File: config.mk
export PLATFORM = sky130hd
export DESIGN_NAME = sfe_sequencer
export DESIGN_NICKNAME = d
export VERILOG_FILES = /design/src/rtl/sfe_sequencer.v /design/src/rtl/sfe_timer.v
export VERILOG_INCLUDE_DIRS = /design/src /design/src/inc
export SDC_FILE = /design/constraint.sdc
export NUM_CORES = 1
export LEC_CHECK = 0
export BUFFER_PORTS_ARGS = -buffer_cell sky130_fd_sc_hd__buf_2
export CELL_PAD_IN_SITES_DETAIL_PLACEMENT = 1
export CELL_PAD_IN_SITES_GLOBAL_PLACEMENT = 2
export CORE_ASPECT_RATIO = 1.2
export CORE_MARGIN = 8
export CORE_UTILIZATION = 39
export DETAILED_ROUTE_END_ITERATION = 6
export PLACE_DENSITY = 0.79
export SETUP_SLACK_MARGIN = 0.3
export SYNTH_ARGS = -nofsm -noshare
export SYNTH_HDL_FRONTEND = slang
export SYNTH_SLANG_ARGS = --single-unit
export TNS_END_PERCENT = 50
File: constraint.sdc
create_clock -name clock -period 5.9 [get_ports clock]
set_input_delay 0 -clock clock [delete_from_list [all_inputs] [get_ports clock]]
set_output_delay 0 -clock clock [all_outputs]
set_load 0.05 [all_outputs]
File: src/inc/sfe_consts.vh
// Constants shared by the serial flash erase and program sequencer.
`ifndef SFE_CONSTS_VH
`define SFE_CONSTS_VH

// Command opcodes.
`define SFE_OP_BLOCK_ERASE 8'h50
`define SFE_OP_SECTOR_ERASE 8'h7c
`define SFE_OP_PROG_BUF1 8'h82
`define SFE_OP_PROG_BUF2 8'h85

// Four-byte chip erase sequence.
`define SFE_CHIP_B0 8'hc7
`define SFE_CHIP_B1 8'h94
`define SFE_CHIP_B2 8'h80
`define SFE_CHIP_B3 8'h9a

// Byte positions within a frame.
`define SFE_BYTE_OPC 3'h0
`define SFE_BYTE_A2 3'h1
`define SFE_BYTE_A1 3'h2
`define SFE_BYTE_A0 3'h3
`define SFE_BYTE_DATA 3'h4
`define SFE_BIT_LAST 3'h7

// Address field positions in the 24-bit address word.
`define SFE_STD_PAGE_HI 19
`define SFE_STD_PAGE_LO 9
`define SFE_BIN_PAGE_HI 18
`define SFE_BIN_PAGE_LO 8

// Last byte address of each buffer format.
`define SFE_STD_BUF_LAST 9'h107
`define SFE_BIN_BUF_LAST 9'h0ff

// Array geometry in pages.
`define SFE_PAGES_BLOCK 12'h008
`define SFE_PAGES_SECTOR 12'h100
`define SFE_PAGES_SECT0B 12'h0f8
`define SFE_PAGES_CHIP 12'h800
`define SFE_SECT0B_FIRST 11'h008

// Protection mask bit positions: 0a, 0b, then sectors 1 to 7.
`define SFE_MASK_0A 0
`define SFE_MASK_0B 1
`define SFE_MASK_S1 2

// Clock rate and self-timed durations in microseconds.
`define SFE_CLK_MHZ 100
`define SFE_BLOCK_ERASE_TIME_US 45000
`define SFE_SECTOR_ERASE_TIME_US 1600000
`define SFE_CHIP_ERASE_TIME_US 10000000
`define SFE_PAGE_ERASE_TIME_US 15000
`define SFE_PAGE_PROG_TIME_US 3000

`endif

File: src/rtl/sfe_sequencer.v
// Serial command decoder and self-timed sequencer for erase and buffered page program.
//
// Function
// RL1 - Standard block erase: opcode 50h, block from page_addr[10:3], other bits ignored.
// RL2 - Binary block erase: opcode 50h, block bits at binary address 18 to 11.
// RL3 - Block chosen by eight upper page bits; blocks 0-255, eight pages each.
// RL4 - Select release after block erase erases eight pages, busy until done.
// RL5 - Standard sector 0a/0b erase: opcode 7Ch, page_addr[10:3] carries the selection.
// RL6 - Standard sector 1-7 erase: opcode 7Ch, page_addr[10:8] select the sector.
// RL7 - Binary sector 0a/0b erase: opcode 7Ch, address bits 18 to 11.
// RL8 - Binary higher sector erase: opcode 7Ch, address bits 18 to 16.
// RL9 - One sector per command; nonzero top bits pick 1-7, else page bit 3 picks 0a/0b.
// RL10 - Select release after sector erase erases that sector, busy meanwhile.
// RL11 - Chip erase is the byte sequence c7h 94h 80h 9ah, no address.
// RL12 - Bytes after the chip erase sequence are ignored until select releases.
// RL13 - Select release after chip erase runs a timed whole-array erase, busy meanwhile.
// RL14 - Chip erase skips protected or locked sectors.
// RL15 - Write protect raised during erase takes effect only after the erase ends.
// RL16 - Standard program through buffer: 82h/85h, eleven page bits, nine byte bits.
// RL17 - Binary program through buffer: same opcodes, page at 18 to 8, eight byte bits.
// RL18 - Data bytes fill the chosen buffer from the start address, wrapping at its end.
// RL19 - Select release after program erases the page to ones, then programs it.
// RL20 - Only complete commands at a byte boundary start work; others are dropped.
// RL21 - Host waits for busy to clear before another erase or program.
`timescale 1ns/1ps
`default_nettype none
`include "sfe_consts.vh"

module sfe_sequencer #(
  parameter [31:0] BLOCK_ERASE_CYCLES = `SFE_BLOCK_ERASE_TIME_US * `SFE_CLK_MHZ,
  parameter [31:0] SECTOR_ERASE_CYCLES = `SFE_SECTOR_ERASE_TIME_US * `SFE_CLK_MHZ,
  parameter [31:0] CHIP_ERASE_CYCLES = `SFE_CHIP_ERASE_TIME_US * `SFE_CLK_MHZ,
  parameter [31:0] PAGE_ERASE_CYCLES = `SFE_PAGE_ERASE_TIME_US * `SFE_CLK_MHZ,
  parameter [31:0] PAGE_PROG_CYCLES = `SFE_PAGE_PROG_TIME_US * `SFE_CLK_MHZ
) (
  // Clock and reset.
  input wire clock,
  input wire reset,
  // Serial link pins from the host.
  input wire cs_n,
  input wire sck,
  input wire si,
  input wire wp_n,
  // Configuration from same-clock logic.
  input wire binary_page_mode,
  input wire sect_prot_sw_en,
  input wire [8:0] sect_prot_mask,
  input wire [8:0] sect_lock_mask,
  // Status.
  output reg status_busy_r,
  output reg prot_active_r,
  // Buffer write port.
  output reg buf_wr_en_r,
  output reg buf_wr_sel_r,
  output reg [8:0] buf_wr_addr_r,
  output reg [7:0] buf_wr_data_r,
  // Array operation requests.
  output reg arr_erase_go_r,
  output reg arr_prog_go_r,
  output reg [10:0] arr_first_page_r,
  output reg [11:0] arr_page_count_r,
  output reg [8:0] arr_skip_mask_r,
  output reg arr_buf_sel_r
);

  // One-hot sequencer states.
  localparam [2:0] ST_IDLE = 3'b001;
  localparam [2:0] ST_ERASE = 3'b010;
  localparam [2:0] ST_PROG = 3'b100;

  // Synchronisers for the pins; first stages feed only second stages.
  reg cs_s1_r, cs_s2_r, cs_s3_r;
  reg sck_s1_r, sck_s2_r, sck_s3_r;
  reg si_s1_r, si_s2_r;
  reg wp_s1_r, wp_s2_r;

  // Frame receiver state.
  reg [7:0] shift_r;
  reg [2:0] bit_cnt_r;
  reg [2:0] byte_cnt_r;
  reg [7:0] opcode_r;
  reg [23:0] addr_r;
  reg chip_ok_r;
  reg accept_r;
  reg [8:0] wr_ptr_r;

  // Sequencer state.
  reg [2:0] st_r;
  reg prog_pending_r;
  reg wp_hold_r;
  reg tmr_load_r;
  reg [31:0] tmr_cycles_r;
  wire tmr_done;

  wire sck_rise = sck_s2_r & ~sck_s3_r;
  wire cs_fall = ~cs_s2_r & cs_s3_r;
  wire cs_rise = cs_s2_r & ~cs_s3_r;
  wire [7:0] byte_in = {shift_r[6:0], si_s2_r};
  wire byte_done = sck_rise & ~cs_s2_r & (bit_cnt_r == `SFE_BIT_LAST);
  wire is_prog = (opcode_r == `SFE_OP_PROG_BUF1) | (opcode_r == `SFE_OP_PROG_BUF2);
  wire frame_whole = (bit_cnt_r == 3'h0) & (byte_cnt_r == `SFE_BYTE_DATA);
  wire idle = st_r[0];
  // A launch needs a whole accepted frame that carries a command this block runs.
  // An unknown opcode must not even flash busy, so it is filtered here.
  wire known_op = chip_ok_r | is_prog | (opcode_r == `SFE_OP_BLOCK_ERASE) | (opcode_r == `SFE_OP_SECTOR_ERASE);
  wire launch = cs_rise & accept_r & frame_whole & known_op; // RL20

  // Page number from the address word in either page-size format.
  function [10:0] page_of;
    input [23:0] a;
    input bin;
    begin
      if (bin) begin
        page_of = a[`SFE_BIN_PAGE_HI:`SFE_BIN_PAGE_LO]; // RL17
      end else begin
        page_of = a[`SFE_STD_PAGE_HI:`SFE_STD_PAGE_LO]; // RL16
      end
    end
  endfunction

  // Next buffer write position, wrapping past the last byte.
  function [8:0] next_ptr;
    input [8:0] p;
    input bin;
    reg [8:0] last;
    begin
      last = bin ? `SFE_BIN_BUF_LAST : `SFE_STD_BUF_LAST;
      next_ptr = (p >= last) ? 9'h000 : p + 9'h001; // RL18
    end
  endfunction

  // Target page and skip mask seen by the sequencer at launch.
  wire [10:0] pg = page_of(addr_r, binary_page_mode);
  wire [8:0] skip = sect_lock_mask | (prot_active_r ? sect_prot_mask : 9'h000); // RL14

  // Pin synchronisers.
  always @(posedge clock or posedge reset) begin
    if (reset) begin
      cs_s1_r <= 1'b1;
      cs_s2_r <= 1'b1;
      cs_s3_r <= 1'b1;
      sck_s1_r <= 1'b0;
      sck_s2_r <= 1'b0;
      sck_s3_r <= 1'b0;
      si_s1_r <= 1'b0;
      si_s2_r <= 1'b0;
      wp_s1_r <= 1'b1;
      wp_s2_r <= 1'b1;
    end else begin
      cs_s1_r <= cs_n;
      cs_s2_r <= cs_s1_r;
      cs_s3_r <= cs_s2_r;
      sck_s1_r <= sck;
      sck_s2_r <= sck_s1_r;
      sck_s3_r <= sck_s2_r;
      si_s1_r <= si;
      si_s2_r <= si_s1_r;
      wp_s1_r <= wp_n;
      wp_s2_r <= wp_s1_r;
    end
  end

  // Frame receiver: shifts bits, collects opcode and address, writes data to the buffer.
  always @(posedge clock or posedge reset) begin
    if (reset) begin
      shift_r <= 8'h00;
      bit_cnt_r <= 3'h0;
      byte_cnt_r <= 3'h0;
      opcode_r <= 8'h00;
      addr_r <= 24'h000000;
      chip_ok_r <= 1'b0;
      accept_r <= 1'b0;
      wr_ptr_r <= 9'h000;
      buf_wr_en_r <= 1'b0;
      buf_wr_sel_r <= 1'b0;
      buf_wr_addr_r <= 9'h000;
      buf_wr_data_r <= 8'h00;
    end else begin
      buf_wr_en_r <= 1'b0;
      if (cs_fall) begin
        // Commands that open while an operation runs are ignored whole.
        shift_r <= 8'h00;
        bit_cnt_r <= 3'h0;
        byte_cnt_r <= 3'h0;
        chip_ok_r <= 1'b0;
        accept_r <= idle; // RL21
      end else if (sck_rise & ~cs_s2_r) begin
        shift_r <= byte_in;
        bit_cnt_r <= bit_cnt_r + 3'h1;
        if (byte_done) begin
          if (byte_cnt_r != `SFE_BYTE_DATA) begin
            byte_cnt_r <= byte_cnt_r + 3'h1;
          end
          case (byte_cnt_r)
            `SFE_BYTE_OPC: begin
              opcode_r <= byte_in;
              chip_ok_r <= (byte_in == `SFE_CHIP_B0); // RL11
            end
            `SFE_BYTE_A2: begin
              addr_r <= {addr_r[15:0], byte_in};
              chip_ok_r <= chip_ok_r & (byte_in == `SFE_CHIP_B1); // RL11
            end
            `SFE_BYTE_A1: begin
              addr_r <= {addr_r[15:0], byte_in};
              chip_ok_r <= chip_ok_r & (byte_in == `SFE_CHIP_B2); // RL11
            end
            `SFE_BYTE_A0: begin
              addr_r <= {addr_r[15:0], byte_in};
              chip_ok_r <= chip_ok_r & (byte_in == `SFE_CHIP_B3); // RL11
              if (binary_page_mode) begin
                wr_ptr_r <= {1'b0, byte_in}; // RL17
              end else begin
                wr_ptr_r <= {addr_r[0], byte_in}; // RL16
              end
            end
            default: begin // RL12
              // Data phase; chip erase flag is left alone so trailing bytes do nothing.
              if (is_prog & accept_r) begin
                buf_wr_en_r <= 1'b1; // RL18
                buf_wr_sel_r <= (opcode_r == `SFE_OP_PROG_BUF2);
                buf_wr_addr_r <= wr_ptr_r;
                buf_wr_data_r <= byte_in;
                wr_ptr_r <= next_ptr(wr_ptr_r, binary_page_mode); // RL18
              end
            end
          endcase
        end
      end
    end
  end

  // Sequencer: launches on select release and walks the timed phases.
  always @(posedge clock or posedge reset) begin : seq
    if (reset) begin
      st_r <= ST_IDLE;
      prog_pending_r <= 1'b0;
      wp_hold_r <= 1'b0;
      tmr_load_r <= 1'b0;
      tmr_cycles_r <= 32'h00000000;
      arr_erase_go_r <= 1'b0;
      arr_prog_go_r <= 1'b0;
      arr_first_page_r <= 11'h000;
      arr_page_count_r <= 12'h000;
      arr_skip_mask_r <= 9'h000;
      arr_buf_sel_r <= 1'b0;
      status_busy_r <= 1'b0;
      prot_active_r <= 1'b0;
    end else begin
      tmr_load_r <= 1'b0;
      arr_erase_go_r <= 1'b0;
      arr_prog_go_r <= 1'b0;
      // Write protect is sampled only between operations.
      if (idle) begin
        wp_hold_r <= ~wp_s2_r; // RL15
      end
      prot_active_r <= sect_prot_sw_en | wp_hold_r;
      status_busy_r <= ~(idle & ~launch);
      case (st_r)
        ST_IDLE: begin
          // Only a whole command ending on a byte boundary starts work.
          if (launch) begin // RL20
            arr_skip_mask_r <= skip;
            arr_buf_sel_r <= (opcode_r == `SFE_OP_PROG_BUF2);
            prog_pending_r <= 1'b0;
            if (chip_ok_r) begin
              arr_first_page_r <= 11'h000; // RL13
              arr_page_count_r <= `SFE_PAGES_CHIP;
              tmr_cycles_r <= CHIP_ERASE_CYCLES;
              arr_erase_go_r <= 1'b1;
              tmr_load_r <= 1'b1;
              st_r <= ST_ERASE;
            end else if (opcode_r == `SFE_OP_BLOCK_ERASE) begin
              arr_first_page_r <= {pg[10:3], 3'b000}; // RL1 RL2 RL3
              arr_page_count_r <= `SFE_PAGES_BLOCK; // RL4
              tmr_cycles_r <= BLOCK_ERASE_CYCLES;
              arr_erase_go_r <= 1'b1;
              tmr_load_r <= 1'b1;
              st_r <= ST_ERASE;
            end else if (opcode_r == `SFE_OP_SECTOR_ERASE) begin
              if (pg[10:8] != 3'b000) begin
                arr_first_page_r <= {pg[10:8], 8'h00}; // RL6 RL8 RL9
                arr_page_count_r <= `SFE_PAGES_SECTOR;
              end else if (pg[3]) begin
                arr_first_page_r <= `SFE_SECT0B_FIRST; // RL5 RL7 RL9
                arr_page_count_r <= `SFE_PAGES_SECT0B;
              end else begin
                arr_first_page_r <= 11'h000; // RL9
                arr_page_count_r <= `SFE_PAGES_BLOCK;
              end
              tmr_cycles_r <= SECTOR_ERASE_CYCLES; // RL10
              arr_erase_go_r <= 1'b1;
              tmr_load_r <= 1'b1;
              st_r <= ST_ERASE;
            end else if (is_prog) begin
              // Built-in erase of the target page comes first.
              arr_first_page_r <= pg; // RL19
              arr_page_count_r <= 12'h001;
              tmr_cycles_r <= PAGE_ERASE_CYCLES;
              prog_pending_r <= 1'b1;
              arr_erase_go_r <= 1'b1;
              tmr_load_r <= 1'b1;
              st_r <= ST_ERASE;
            end
          end
        end
        ST_ERASE: begin
          if (tmr_done) begin
            if (prog_pending_r) begin
              prog_pending_r <= 1'b0;
              tmr_cycles_r <= PAGE_PROG_CYCLES; // RL19
              arr_prog_go_r <= 1'b1;
              tmr_load_r <= 1'b1;
              st_r <= ST_PROG;
            end else begin
              st_r <= ST_IDLE;
            end
          end
        end
        ST_PROG: begin
          if (tmr_done) begin
            st_r <= ST_IDLE;
          end
        end
        default: begin
          st_r <= ST_IDLE;
        end
      endcase
    end
  end

  // Timer for the self-timed phases.
  sfe_timer #(
    .WIDTH(32)
  ) u_timer (
    .clock(clock),
    .reset(reset),
    .load(tmr_load_r),
    .load_cycles(tmr_cycles_r),
    .running(),
    .done_r(tmr_done)
  );

endmodule // sfe_sequencer

`default_nettype wire

File: src/rtl/sfe_timer.v
// Down-counting timer that measures one self-timed array phase.
`timescale 1ns/1ps
`default_nettype none

module sfe_timer #(
  parameter WIDTH = 32
) (
  // Clock and reset.
  input wire clock,
  input wire reset,
  // Control.
  input wire load,
  input wire [WIDTH-1:0] load_cycles,
  // Status.
  output wire running,
  output reg done_r
);

  reg [WIDTH-1:0] cnt_r;

  // Count down from the loaded figure and pulse done on the final cycle.
  always @(posedge clock or posedge reset) begin
    if (reset) begin
      cnt_r <= {WIDTH{1'b0}};
      done_r <= 1'b0;
    end else if (load) begin
      cnt_r <= load_cycles;
      done_r <= 1'b0;
    end else begin
      done_r <= (cnt_r == {{(WIDTH-1){1'b0}}, 1'b1});
      if (cnt_r != {WIDTH{1'b0}}) begin
        cnt_r <= cnt_r - {{(WIDTH-1){1'b0}}, 1'b1};
      end
    end
  end

  assign running = (cnt_r != {WIDTH{1'b0}});

endmodule // sfe_timer

`default_nettype wire

# == After elaboration in Yosys (flattened, before gate mapping) ==
# Cells that the tools add are included.
# word_totals
register_bits,189
latchBits,0
ramBits,0
romBits,0
inputBits,26
output_inout_bits,56
mem_count,0
# classes
add_sub_neg,4
mul,0
div_mod_pow,0
order_cmp,1
eq_ne,23
shifts,0
muxes,72
n_bitwise,29
n_reduce_logical,26
# ops
operator,count
two-way mux 32 bit,9
two-way mux 11 bit,6
case mux 32 bit (2 select lines),1
two-way mux 9 bit,6
"equality test 8 bit, second input constant",6
two-way mux 12 bit,4
two-way mux 3 bit,14
"equality test 32 x 1 -> 1 bit, second input constant",1
nonzero test 32 bit,1
"subtractor 32 x 1 -> 32 bit, second input constant",1
two-way mux 1 bit,23
case mux 9 bit (2 select lines),1
"equality test 8 x 7 -> 1 bit, second input constant",2
AND reduction 5 bit,3
bitwise AND 1 bit,14
two-way mux 7 bit,2
AND reduction 3 bit,4
AND reduction 4 bit,3
nonzero test 2 bit,6
"adder 9 x 1 -> 9 bit, second input constant",1
"equality test 3 x 2 -> 1 bit, second input constant",3
"equality test 3 bit, second input constant",3
>= comparator 9 bit,1
inverter 1 bit,9
20 further kinds,31

# == Longest topological paths before layout ==
# logic_depth
word_depth,9
mapped_depth,10
depth_no_buf,8

# == By module ==
# From an unflattened synthesis, not the netlist that was laid out.
# hier_totals
cells_unflattened,731
hier_area_um2,7741.2
# by_module_without_submodules
mod,instances,cells_per_inst,area_each_um2
sfe_sequencer,1,519,5785.5
sfe_timer,1,212,1955.6

# == Worst setup path after synthesis ==
# No wires, ideal clock.
# synth_timing
path_type,register to register
start,register u_timer.cnt_r[10]
end,register u_timer.cnt_r[29]
setup_time_ps,124
arrival_time_ps,2464
required_ps,5776
path_slack_ps,3312
path_stages_with_launch,8
path_buffers,2
cell_sequence,dfrtp_1 -> or4_4 -> or4_4 -> buf_6 -> nor4_4 -> or2_4 -> buf_12 -> o21ai_1
# synth_via
elab_chain_cells,3
word_cells_on_any_way,5
cone_classes,add/sub: 1; mux: 2; reduce/logical: 2
# synth_lines
element,line,text
from (decl),sfe_timer.v:19,reg [WIDTH-1:0] cnt_r;
from (signal assigned),sfe_timer.v:24,cnt_r <= {WIDTH{1'b0}};
from (signal assigned),sfe_timer.v:27,cnt_r <= load_cycles;
from (signal assigned),sfe_timer.v:32,"cnt_r <= cnt_r - {{(WIDTH-1){1'b0}}, 1'b1};"
subtractor 32 x 1 -> 32 bit,sfe_timer.v:32,
two-way mux 32 bit,sfe_timer.v:31,if (cnt_r != {WIDTH{1'b0}}) begin
two-way mux 32 bit,sfe_timer.v:26,end else if (load) begin
# Several ways; a longest one is shown, not always the timed one. The select of a mux whose other input is x is not followed.
# A chain may end at the register's enable or synchronous reset.

# == Worst setup path in the final report ==
# layout_timing
start,register byte_cnt_r[0]
end,register tmr_cycles_r[18]
# layout_via
elab_chain_cells,6
# layout_lines
element,line,text
from (decl),sfe_sequencer.v:80,reg [2:0] byte_cnt_r;
from (signal assigned),sfe_sequencer.v:192,byte_cnt_r <= byte_cnt_r + 3'h1;
equality test 3 bit (no source line),--,
bitwise AND 1 bit,sfe_sequencer.v:101,wire frame_whole = (bit_cnt_r == 3'h0) & (byte_cnt_r == `SFE_BYTE_DATA);
bitwise AND 1 bit (2 in a row),sfe_sequencer.v:106,wire launch = cs_rise & accept_r & frame_whole & known_op;
inequality test 2 bit (no source line),--,
AND reduction 5 bit (no source line),--,
to (signal assigned),sfe_sequencer.v:239,tmr_cycles_r <= 32'h00000000;
to (signal assigned),sfe_sequencer.v:268,tmr_cycles_r <= CHIP_ERASE_CYCLES;
to (signal assigned),sfe_sequencer.v:275,tmr_cycles_r <= BLOCK_ERASE_CYCLES;
to (decl),sfe_sequencer.v:92,reg [31:0] tmr_cycles_r;
# Every way passes these cells.

==> summary.txt <==
Post-synth top area share - 0.507
Period utilization - 0.513
Number of synthesized flops with an enable pin - 0
Hold/Removal Path Class - in -> reg
Post-Syn Area - 0.00769 mm²
Share of layout cells above drive strength 1 - 0.247
Initial antenna violation count - 0
Largest net degree at the start of global routing - 116
Area Growth Syn to Fin - 18.1%
Seq/Total Area, Yosys - 0.528
Final ANT Viol Nets - 0
Worst EP required - 6.21 ns
Startpoint Class - flop
# port buffers - 77
Cell Int Power - 1.82 mW
CTS Root Cell - clkbuf_16
DRT Pass-1 Iters - 4
Final slew viol count - 0
Final Cell Area - 0.00908 mm²
Total GRT Usage - 0.167
Core area - 0.0195 mm²
Total CTS buffers - 17
Register area - 0.00406 mm²
Fmax - 330 MHz
Switching part of the total - 0.214
Final Wtd Congestion - 0.821
Yosys top cell by area - dfrtp_1
Via/cell ratio - 5.38
DIE WIDTH - 144 µm
WL final - 19.5 mm
Num rows - 56
Fin crit period - 3.03 ns
Psw - 0.493 mW
TritonCTS Sinks - 162
Post-DP Area - 0.00825 mm²
Synth area leaders - dfrtp_1 (51%), mux2_2 (7.5%), o21ai_0 (3.4%), nand2_1 (3.3%), ha_1 (2.9%)
Slew @ Worst Pin - 1.31 ns
Initial Util - 0.395
Filler cell count - 2172
Final hold vios - 0
Layout net count - 837
Pwr Density - 254 mW/mm²
RSZ-0062 raised after global routing - false
Status - completed
Syn avg cell area - 10.9 µm²
Remaining DRCs - 0
Clock Path Buffers - 2
Worst endpoint data arrival time - 3.34 ns
Max_cap viols - 0
Die height - 170 µm
Area of the multi-input gates - 0.00338 mm²
Seq pwr share - 0.489
Crit path kind - reg -> reg
Asr flop ratio synth - 1.00
Maximum VDD drop - 0.176 mV
Crit path capture type - flop
Post-DP HPWL - 13.7 mm
Remaining global-route overflow - 0
Ys Warns - 0
Comb pwr share - 0.033
CTS tree - yes
Worst-path clk slew - 0.06 ns
Static leakage - 4.36 nW
Die Area - 0.0245 mm²
CTS H-tree lvls - 4
Diodes inserted - 0
Vias in the first global route - 6244
Mapped Cells - 708
Main synth FF type - dfrtp_1
Clk pwr share - 0.478
Vias - 5743
Clock Skews - 0.0118 ns
#FFs+latches synth - 162
Io pins - 82
Clk_lat worst skew - 0.42 ns
Global-route wire length before repair - 32.6 mm
Routed WL per cell - 18.2 µm
Library cells used by synthesis - 68
Setup TNS - 0 ns
Drt first-iter violations - 213
Max-slew headroom - 0.116
Crit Path Max Fanout - 69
Setup violators final - 0
-- per-stage QoR --
step	util	setup WS, ns	cells	hold WS [ns]	power [mW]
2_1_floorplan	-	1.53	711	0.00448	1.19
3_3_place_gp	0.424	2.98	1011	0.107	1.21
3_5_place_dp	0.424	2.84	1011	0.107	1.22
4_1_cts	0.466	2.86	1067	0.0860	2.34
5_1_grt	0.466	2.68	1067	0.133	2.39
6_report	0.466	2.87	1067	0.101	2.31
-- state kept, by name (all words and copies together), names as in the netlist, 3 cells and up --
signal and cells:
u_timer.cnt_r 32, addr_r 20, tmr_cycles_r 12, arr_first_page_r 11, arr_skip_mask_r 9, buf_wr_addr_r 9
wr_ptr_r 9, buf_wr_data_r 8, opcode_r 8, shift_r 7, arr_page_count_r 5, bit_cnt_r 3
byte_cnt_r 3, st_r 3
-- layout by cell type, fill, tap and decap left out, drive strengths merged, types with 19 or more instances in the layout --
master,synthesis,routed
dfrtp,156,156
buf,12,81
nand2,68,68
o21ai,63,63
mux2,51,51
nor2,44,44
dlygate4sd3,0,24
clkbuf,30,24
nand3,22,22
a21oi,20,20
xnor2,19,19
nor3,19,19
-- final cells by class --
cell class / count / area share
multi-input combinational: 491 / 0.372
sequential: 162 / 0.447
clock buffer: 24 / 0.0541
tap: 261 / 0.0360
clock inverter: 8 / 0.0110
timing repair buffer: 105 / 0.0722
inverter: 16 / 0.00716
-- repair_timing --
action | 4_1_cts | 5_1_grt
setup buffers | 0 | 0
resized for setup | 0 | 0
endpoints found under the hold margin | 122 | 0
hold buffers | 24 | 0
-- power groups by stage --
stage               logic [mW]  registers [mW]  clock network [mW]
floorplan               0.0465            1.15                   0
global placement        0.0638            1.15                   0
detailed placement      0.0657            1.15                   0
CTS                     0.0790            1.13                1.13
global route            0.0874            1.13                1.18
finish                  0.0767            1.13                1.10
-- synth_stat cells, types with 3 or more instances --
library cell    n
dfrtp_1       156
nand2_1        68
o21ai_0        53
mux2_2         51
nor2_1         44
clkbuf_1       30
nand3_1        22
a21oi_1        20
nor3_1         19
xnor2_1        19
ha_1           18
inv_1          16
mux2i_1        15
nor4_1         14
o31ai_1        10
o21ai_2         9
o41ai_1         9
or3_1           9
xor2_1          9
nand4_1         8
a22o_1          7
buf_4           7
dfstp_2         6
nand2b_1        6
nor2b_1         6
or2_2           6
or4_1           5
a31o_2          4
nor3b_1         4
o211ai_1        4
a211oi_1        3
buf_1           3
nand4b_1        3
o21a_1          3
-- worst paths after layout --
| path | startpoint | end | slack [ns] | depth (start not counted) |
|---|---|---|---|---|
| max | byte_cnt_r[0]$_DFFE_PP0P_ | tmr_cycles_r[18]$_DFFE_PP0P_ | 2.87 | 7 |
| min | binary_page_mode | arr_first_page_r[4]$_DFFE_PP0P_ | 0.10 | 3 |
| max reg2reg | byte_cnt_r[0]$_DFFE_PP0P_ | tmr_cycles_r[18]$_DFFE_PP0P_ | 2.87 | 7 |
| min reg2reg | si_s1_r$_DFF_PP0_ | si_s2_r$_DFF_PP0_ | 0.35 | 0 |
| max in group asynchronous | reset | buf_wr_data_r[7]$_DFFE_PP0P_ | 4.29 | 4 |
| min in group asynchronous | reset | u_timer.cnt_r[1]$_DFFE_PP0P_ | 0.38 | 3 |
-- per-layer routing --
metal	wire length, µm	share of wire	GRT usage
met1	8280	0.43	0.195
met2	10200	0.52	0.299
met3	629	0.032	0.0317
met4	340	0.017	0.0607
met5	0	0	0
-- worst max-delay path, stage by stage (launching register included) --
cell     delay (ns)
dfrtp_1        0.40
inv_1          0.12
ha_1           0.23
nand4_1        0.10
or4b_1         0.59
a311o_2        0.79
or3_1          0.54
o21a_1         0.12
-- cell families (layout without fill, tap and decap cells) --
kind of cell    after synthesis  after routing  share of synthesized area
mux                          66             66                     0.0942
buf+inv                      58            153                     0.0348
fa+ha+maj                    18             18                     0.0293
flops                       162            162                      0.528
compound gates              139            139                      0.119
other cells                   1              4                   0.000487
simple gates                236            236                      0.162
xor+xnor                     28             28                     0.0319
(Power assumes the default switching activity.)
